**config.mk**
```make
export PLATFORM = sky130hd
export DESIGN_NAME = rxfo_regs
export DESIGN_NICKNAME = d
export VERILOG_FILES = /design/src/design/rxfo_pkg.sv /design/src/design/rxfo_regs.sv
export VERILOG_INCLUDE_DIRS = /design/src /design/src/design
export SDC_FILE = /design/constraint.sdc
export NUM_CORES = 1
export LEC_CHECK = 0
export ABC_AREA = 1
export ABC_CLOCK_PERIOD_IN_PS = 4700
export BUFFER_PORTS_ARGS = -buffer_cell sky130_fd_sc_hd__buf_2
export CAP_MARGIN = 15
export CORE_ASPECT_RATIO = 1.4
export CORE_UTILIZATION = 37
export CTS_CLUSTER_DIAMETER = 80
export DETAILED_ROUTE_END_ITERATION = 16
export PLACE_DENSITY_LB_ADDON = 0.15
export SETUP_SLACK_MARGIN = 0.4
export SYNTH_ARGS = -nofsm -noshare
export SYNTH_HDL_FRONTEND = slang
export SYNTH_SLANG_ARGS = --single-unit
export TNS_END_PERCENT = 30
```
**constraint.sdc**
```tcl
create_clock -name clock -period 4.7 [get_ports clock]
set_clock_uncertainty 0.15 [all_clocks]
set_input_delay 0.235 -clock clock [delete_from_list [all_inputs] [get_ports clock]]
set_output_delay 0.235 -clock clock [all_outputs]
set_load 0.005 [all_outputs]
```
**src/design/rxfo_defs.svh**
```systemverilog
`ifndef RXFO_DEFS_SVH
`define RXFO_DEFS_SVH

// ---------------------------------------------------------------
// Register offsets
// ---------------------------------------------------------------
`define RXFO_ADDR_NCO_LOW    8'hc7
`define RXFO_ADDR_CRC_COUNT  8'hc9
`define RXFO_ADDR_PHASE_ADJ  8'hca
`define RXFO_ADDR_DIV_RATIO  8'hcb
`define RXFO_ADDR_OH_ONE     8'hd2
`define RXFO_ADDR_OH_TWO     8'hd3
`define RXFO_ADDR_OH_THREE   8'hd4
`define RXFO_ADDR_OH_FOUR    8'hd5
`define RXFO_ADDR_SYNC_HEAD  8'hdd
`define RXFO_ADDR_SYNC_TAIL  8'hde

// ---------------------------------------------------------------
// Reset values
// ---------------------------------------------------------------
`define RXFO_RST_NCO_LOW     8'h5a
`define RXFO_RST_NCO_HIGH    8'h17
`define RXFO_RST_PHASE_ADJ   6'h2c
`define RXFO_RST_DIV_RATIO   6'h15
`define RXFO_RST_SYNC_HEAD   8'h00
`define RXFO_RST_SYNC_TAIL   6'h00

// ---------------------------------------------------------------
// Field positions and limits
// ---------------------------------------------------------------
`define RXFO_CRC_MAX         8'hff
`define RXFO_TAIL_SYNC_LSB   0
`define RXFO_TAIL_SYNC_MSB   1
`define RXFO_TAIL_STUFF_LSB  2
`define RXFO_TAIL_STUFF_MSB  5
`define RXFO_SYNC_FRAMES     2'h2

`endif

```
**src/design/rxfo_pkg.sv**
```systemverilog
package rxfo_pkg;

  // Overhead of one received frame, as the deframer hands it over
  typedef struct packed {
    logic [24:1] eoc;
    logic        uib;
    logic        losd;
    logic        segd;
    logic        sega;
    logic [3:0]  stuff;
    logic [9:0]  sync;
  } rxfo_frame_t;

  typedef struct packed {
    logic [7:0]  ncoLow;
    logic [15:0] ncoWord;
    logic        ncoLoad;
    logic [5:0]  phaseAdj;
    logic [5:0]  divRatio;
    logic [7:0]  crcCount;
    logic [7:0]  ohOne;
    logic [7:0]  ohTwo;
    logic [7:0]  ohThree;
    logic [7:0]  ohFour;
    logic [7:0]  syncHead;
    logic [5:0]  syncTail;
    logic [1:0]  matchCnt;
    logic        frameSync;
    logic        frameEvent;
    logic [7:0]  rdData;
  } rxfo_state_t;

endpackage

```
**src/design/rxfo_regs.sv**
```systemverilog
// Function
// - Low NCO byte held; full word moves to accumulator on high byte write.
// - Phase adjust alpha is six bits, 5:0, up to 63, reset 2Ch.
// - Division ratio beta is six bits, 5:0, reset 15h.
// - Eight-bit CRC error count saturates at FFh, clears on reset control.
// - Overhead three shows uib, eoc1, losd, eoc24..20.
// - Overhead four shows eoc17, segd, eoc9, sega, stuff bits 1..4.
// - Sync head register writable, bit 7 earliest sync bit, reset 00h.
// - Last two sync bits in bits 1:0, bit 0 the final bit.
// - Expected stuff pattern in bits 5:2, bit 5 the first stuff bit.
// - Reserved addresses in this bank carry no function.
// - Raise a receive frame event at each received frame boundary.
// - Declare frame sync after two consecutive matching frames.
`timescale 1ns/10ps
`include "rxfo_defs.svh"

module rxfo_regs
  import rxfo_pkg::*;
(
  input  wire logic        clock,
  input  wire logic        srst,
  input  wire logic [7:0]  regAddr,
  input  wire logic [7:0]  regWrData,
  input  wire logic        regWrStrobe,
  input  wire logic        regRdStrobe,
  output logic [7:0]       regRdData,
  input  wire logic        ncoHighWrite,
  input  wire logic [7:0]  ncoHighByte,
  input  wire logic        errCountReset,
  input  wire logic        frameValid,
  input  wire rxfo_frame_t frameIn,
  input  wire logic        frameCrcFail,
  input  wire logic        syncRestart,
  output logic [15:0]      ncoWord,
  output logic             ncoLoad,
  output logic [5:0]       phaseAdjust,
  output logic [5:0]       divideRatio,
  output logic [9:0]       expectedSync,
  output logic [3:0]       expectedStuff,
  output logic             frameSync,
  output logic             frameEvent
);

  // ---------------------------------------------------------------
  // State
  // ---------------------------------------------------------------
  rxfo_state_t st_r;
  rxfo_state_t st_nxt;

  logic [9:0]  expSync;
  logic [3:0]  expStuff;
  logic        frameMatch;
  logic        wrHit;

  assign expSync  = {st_r.syncHead,
                     st_r.syncTail[`RXFO_TAIL_SYNC_MSB:`RXFO_TAIL_SYNC_LSB]};
  assign expStuff = st_r.syncTail[`RXFO_TAIL_STUFF_MSB:`RXFO_TAIL_STUFF_LSB];
  assign frameMatch = (frameIn.sync == expSync) && (frameIn.stuff == expStuff);
  assign wrHit = regWrStrobe;

  // ---------------------------------------------------------------
  // Next state
  // ---------------------------------------------------------------
  always_comb begin
    st_nxt = st_r;
    st_nxt.ncoLoad = 1'b0;
    st_nxt.frameEvent = 1'b0;

    // Register writes; read-only and reserved offsets fall through
    if (wrHit) begin
      if (regAddr == `RXFO_ADDR_NCO_LOW) begin
        st_nxt.ncoLow = regWrData;
      end else if (regAddr == `RXFO_ADDR_PHASE_ADJ) begin
        // Bits 7:6 are not stored, so a careless write cannot disturb the loop
        st_nxt.phaseAdj = regWrData[5:0];
      end else if (regAddr == `RXFO_ADDR_DIV_RATIO) begin
        st_nxt.divRatio = regWrData[5:0];
      end else if (regAddr == `RXFO_ADDR_SYNC_HEAD) begin
        st_nxt.syncHead = regWrData;
      end else if (regAddr == `RXFO_ADDR_SYNC_TAIL) begin
        st_nxt.syncTail = regWrData[5:0];
      end else begin
        st_nxt.syncHead = st_r.syncHead;
      end
    end

    // Word commit; the low byte in use is the one held before this cycle
    if (ncoHighWrite) begin
      st_nxt.ncoWord = {ncoHighByte, st_r.ncoLow};
      st_nxt.ncoLoad = 1'b1;
    end

    // Error count: an error in the clearing cycle is kept, not lost
    if (errCountReset) begin
      st_nxt.crcCount = frameValid && frameCrcFail ? 8'h01 : 8'h00;
    end else if (frameValid && frameCrcFail && st_r.crcCount != `RXFO_CRC_MAX) begin
      st_nxt.crcCount = st_r.crcCount + 8'h01;
    end

    // Overhead capture, all four at once
    if (frameValid) begin
      st_nxt.ohOne = {frameIn.eoc[10], frameIn.eoc[8], frameIn.eoc[7],
                      frameIn.eoc[6], frameIn.eoc[5], frameIn.eoc[4],
                      frameIn.eoc[3], frameIn.eoc[2]};
      st_nxt.ohTwo = {frameIn.eoc[19], frameIn.eoc[18], frameIn.eoc[16],
                      frameIn.eoc[15], frameIn.eoc[14], frameIn.eoc[13],
                      frameIn.eoc[12], frameIn.eoc[11]};
      st_nxt.ohThree = {frameIn.uib, frameIn.eoc[1], frameIn.losd,
                        frameIn.eoc[24:20]};
      st_nxt.ohFour = {frameIn.eoc[17], frameIn.segd, frameIn.eoc[9],
                       frameIn.sega, frameIn.stuff};
      st_nxt.frameEvent = 1'b1;
    end

    // Sync acquisition; once declared it holds until a restart
    if (syncRestart) begin
      st_nxt.frameSync = 1'b0;
      st_nxt.matchCnt = 2'h0;
    end else if (frameValid && !st_r.frameSync) begin
      if (!frameMatch) begin
        st_nxt.matchCnt = 2'h0;
      end else if (st_r.matchCnt + 2'h1 >= `RXFO_SYNC_FRAMES) begin
        st_nxt.frameSync = 1'b1;
        st_nxt.matchCnt = `RXFO_SYNC_FRAMES;
      end else begin
        st_nxt.matchCnt = st_r.matchCnt + 2'h1;
      end
    end

    // Read data, one cycle after the strobe; unmapped reads give zero
    if (regRdStrobe) begin
      if (regAddr == `RXFO_ADDR_NCO_LOW) begin
        st_nxt.rdData = st_r.ncoLow;
      end else if (regAddr == `RXFO_ADDR_CRC_COUNT) begin
        st_nxt.rdData = st_r.crcCount;
      end else if (regAddr == `RXFO_ADDR_PHASE_ADJ) begin
        st_nxt.rdData = {2'b00, st_r.phaseAdj};
      end else if (regAddr == `RXFO_ADDR_DIV_RATIO) begin
        st_nxt.rdData = {2'b00, st_r.divRatio};
      end else if (regAddr == `RXFO_ADDR_OH_ONE) begin
        st_nxt.rdData = st_r.ohOne;
      end else if (regAddr == `RXFO_ADDR_OH_TWO) begin
        st_nxt.rdData = st_r.ohTwo;
      end else if (regAddr == `RXFO_ADDR_OH_THREE) begin
        st_nxt.rdData = st_r.ohThree;
      end else if (regAddr == `RXFO_ADDR_OH_FOUR) begin
        st_nxt.rdData = st_r.ohFour;
      end else if (regAddr == `RXFO_ADDR_SYNC_HEAD) begin
        st_nxt.rdData = st_r.syncHead;
      end else if (regAddr == `RXFO_ADDR_SYNC_TAIL) begin
        st_nxt.rdData = {2'b00, st_r.syncTail};
      end else begin
        st_nxt.rdData = 8'h00;
      end
    end
  end

  // ---------------------------------------------------------------
  // Registers
  // ---------------------------------------------------------------
  always_ff @(posedge clock) begin
    if (srst) begin
      st_r            <= '0;
      st_r.ncoLow     <= `RXFO_RST_NCO_LOW;
      st_r.ncoWord    <= {`RXFO_RST_NCO_HIGH, `RXFO_RST_NCO_LOW};
      st_r.phaseAdj   <= `RXFO_RST_PHASE_ADJ;
      st_r.divRatio   <= `RXFO_RST_DIV_RATIO;
      st_r.syncHead   <= `RXFO_RST_SYNC_HEAD;
      st_r.syncTail   <= `RXFO_RST_SYNC_TAIL;
    end else begin
      st_r <= st_nxt;
    end
  end

  // ---------------------------------------------------------------
  // Outputs, all taken from the state register
  // ---------------------------------------------------------------
  assign regRdData     = st_r.rdData;
  assign ncoWord       = st_r.ncoWord;
  assign ncoLoad       = st_r.ncoLoad;
  assign phaseAdjust   = st_r.phaseAdj;
  assign divideRatio   = st_r.divRatio;
  assign expectedSync  = expSync;
  assign expectedStuff = expStuff;
  assign frameSync     = st_r.frameSync;
  assign frameEvent    = st_r.frameEvent;

endmodule

```
==> results.md <==
* CORE AREA at 0.01339 mm²
* Global route overflow at 0
* CP required at 4.84 ns
* Mapped cell area at 0.005060 mm²
* Worst-Margin Slew at 1.104 ns
* DRT iter0 DRCs at 223
* Cell Rows at 50
* NumNets Final at 886
* Post-synth top cells: dfxtp_1, nand2_1, nor2_1
* Fin cells at 996
* # diodes at 0
* Minimum clock period at 2.217 ns
* Outcome: finished clean
* Hpwl dp at 11.30 mm
* Max cap viols at 0
* Initial core utilization at 0.3779
* Mapped Cells at 711
* Final Max Tran Viols at 0
* CTS tree: built
* Post-Synth Simple-Gate Area at 0.2357
* Async set or reset register ratio after synthesis at 0
* Sink Count at 103
* Grt peak-use layer: met2
* Die area at 0.01415 mm²
* WL/cell at 15.03 µm
* Grt met3 use at 0.03493
* Number of routed nets with antenna violations at 0
* Inst Count DP at 943
* Yosys top cell area share at 0.4075
* Clk buf depth at 2
* Crit path arrival time at 2.36 ns
* Post-synth top area cell: dfxtp_1
* Gr usage total at 0.2183
* Number of global-route vias before repair at 4578
* Crit start category: input pin
* Synth-to-Final Area Change at 21.19%
* DR vias at 4895
* Kind of critical path: in -> reg
* Met2 GRT Util at 0.3735
* P_leak at 2.814 nW
* DRT Pass-1 Iters at 5
* Hold buffers post-CTS at 36
* Post-CTS setup buffers at 0
* RSZ-0062 raised after global routing: no
* Peak supply drop at 0.1865 mV
* Hold Path Class: in -> reg
* First-pass GRT wire length at 23.67 mm
* Fraction of the mapped netlist area in adder cells at 0.004946
* Compound-Gate Fraction of Synth Area at 0.1793
* Final setup TNS at 0 ns
* Final period utilization at 0.4716
* H-tree depth at 3
* Avg Cell Area, Syn at 7.117 µm²
* CTS root buffer: clkbuf_16
* Yosys cell types at 36
* DRC Markers at 0
* CTS Buf Count at 9
* Yosys warns at 0
* Hold slack at 0.01945 ns
* CTS-repair resized insts at 0
* Pin count of the biggest net entering global routing at 84
* Synth top area cells: dfxtp_1, o21ai_0, buf_4
* Clock power share at 0.422
* Placer congestion estimate at 0.9557
* Largest family of logic cells by synthesized area: simple AND/OR/NAND/NOR gates
* NetSw at 0.4916 mW
* Sw Share at 0.2583
* Port Buffers at 127
* Clk_lat worst skew at 0.36 ns
* Die W at 100.8 µm
* Sequential cell area fraction in the yosys report at 0.4075
* Initial antenna violation count at 0
* Setup violations, final at 0
* Total power at 1.903 mW
* Normalized max-slew margin at 0.2631
* Critical Path End Type: register
* Final hold vios at 0
* I/O pin count at 128
* Die outline height at 140.4 µm
* Pwr dens at 310.4 mW/mm²
* Cell internal pwr at 1.412 mW
* Total routed wirelength at 14.97 mm
* Met1 Resource Use GR at 0.2592
* Reg clk slew, reported paths at 0.08 ns
* Routed vias/inst at 4.915
* Crit-path max FO at 32
* Main synth FF type: dfxtp_1
* Post-synth EDFFs at 0
* Layout cells sized above 1 at 0.2027
* Max Fclk at 0.4512 GHz
* Synth Net Count at 788
* Logic gate share of total power at 0.095
* XOR/XNOR Fraction of Synth Area at 0.01385
* Yosys reg bits at 103
* Mux cell area share after synthesis at 0
* Sequential Power Share at 0.483
## critical path, cell delays in order
cell and delay, ns:
buf_2 0.10, inv_1 0.04, nand2_1 0.05, nor2_2 0.83, and2_1 0.29, and3b_1 0.49
o21ai_0 0.15, a21oi_1 0.16
## final timing paths
path,start,endpoint,slack (ns),cells after the start
hold reg to reg,ncoWord[12],ncoWord[12],0.30,2
hold / removal,frameIn[14],st_r[30],0.02,3
setup / recovery,regAddr[5],expectedSync[4],2.48,8
setup reg to reg,st_r[59],st_r[63],2.83,9
## layer usage
layer	share of wire	vias up
met2	0.48	156
met1	0.42	2222
li1	-	2477
met4	0.041	0
met3	0.049	40
met5	0	-
## area by class of cell
class / instances / area, µm²
fillers: 1429 / 7256
multi-input cells: 451 / 2195
repair buffers: 165 / 1031
clock buffers: 9 / 225.2
inverters: 79 / 296.5
clock inverters: 7 / 95.09
well taps: 182 / 227.7
flip-flops and latches: 103 / 2062
## power by group through the flow
stage / Sequential [mW] / Clock (mW) / Combinational [mW]
after floorplan: 0.932 / 0 / 0.0998
final: 0.919 / 0.803 / 0.181
after detailed placement: 0.940 / 0 / 0.156
after global routing: 0.922 / 0.855 / 0.203
after CTS: 0.919 / 0.820 / 0.179
after global placement: 0.940 / 0 / 0.155
## flip-flops by register name (all words and copies together), names as in the netlist
register	flops
expectedStuff	4
ncoWord	16
ncoLoad	1
phaseAdjust	6
regRdData	8
st_r	50
frameEvent	1
divideRatio	6
expectedSync	10
frameSync	1
## stage by stage
stage	util	cell area (µm²)	setup slack (ns)
after global routing	0.4580	6132	2.210
after floorplan	-	5060	3.081
final	0.4580	6132	2.484
after detailed placement	0.4051	5424	2.121
after CTS	0.4560	6105	2.496
after global placement	0.4051	5424	2.157
## placed cells by master (no fill, tap or decap), types with 3 or more instances in the layout
master,netlist,layout
buf_2,3,127
nand2_1,103,103
dfxtp_1,103,103
nor2_1,98,98
o21ai_0,92,92
inv_1,75,74
a21oi_1,49,49
nand3_1,41,41
dlygate4sd3_1,0,36
nand4_1,12,12
o211ai_1,10,10
clkbuf_16,0,9
o2111ai_1,6,6
inv_2,4,5
xor2_1,5,5
nor2_2,3,3
xnor2_1,3,3
or2_2,3,3
o21ai_1,3,3
a31oi_1,3,3
## cell families (layout without fill, tap and decap cells)
group / after synthesis / after routing
AND/OR/NAND/NOR: 273 / 273
AO/OA/AOI/OAI: 168 / 168
buffers and inverters: 157 / 260
flip-flops: 103 / 103
XOR/XNOR: 8 / 8
adder cells (fa/ha/maj): 2 / 2
Power figures use the tool's default switching activity.
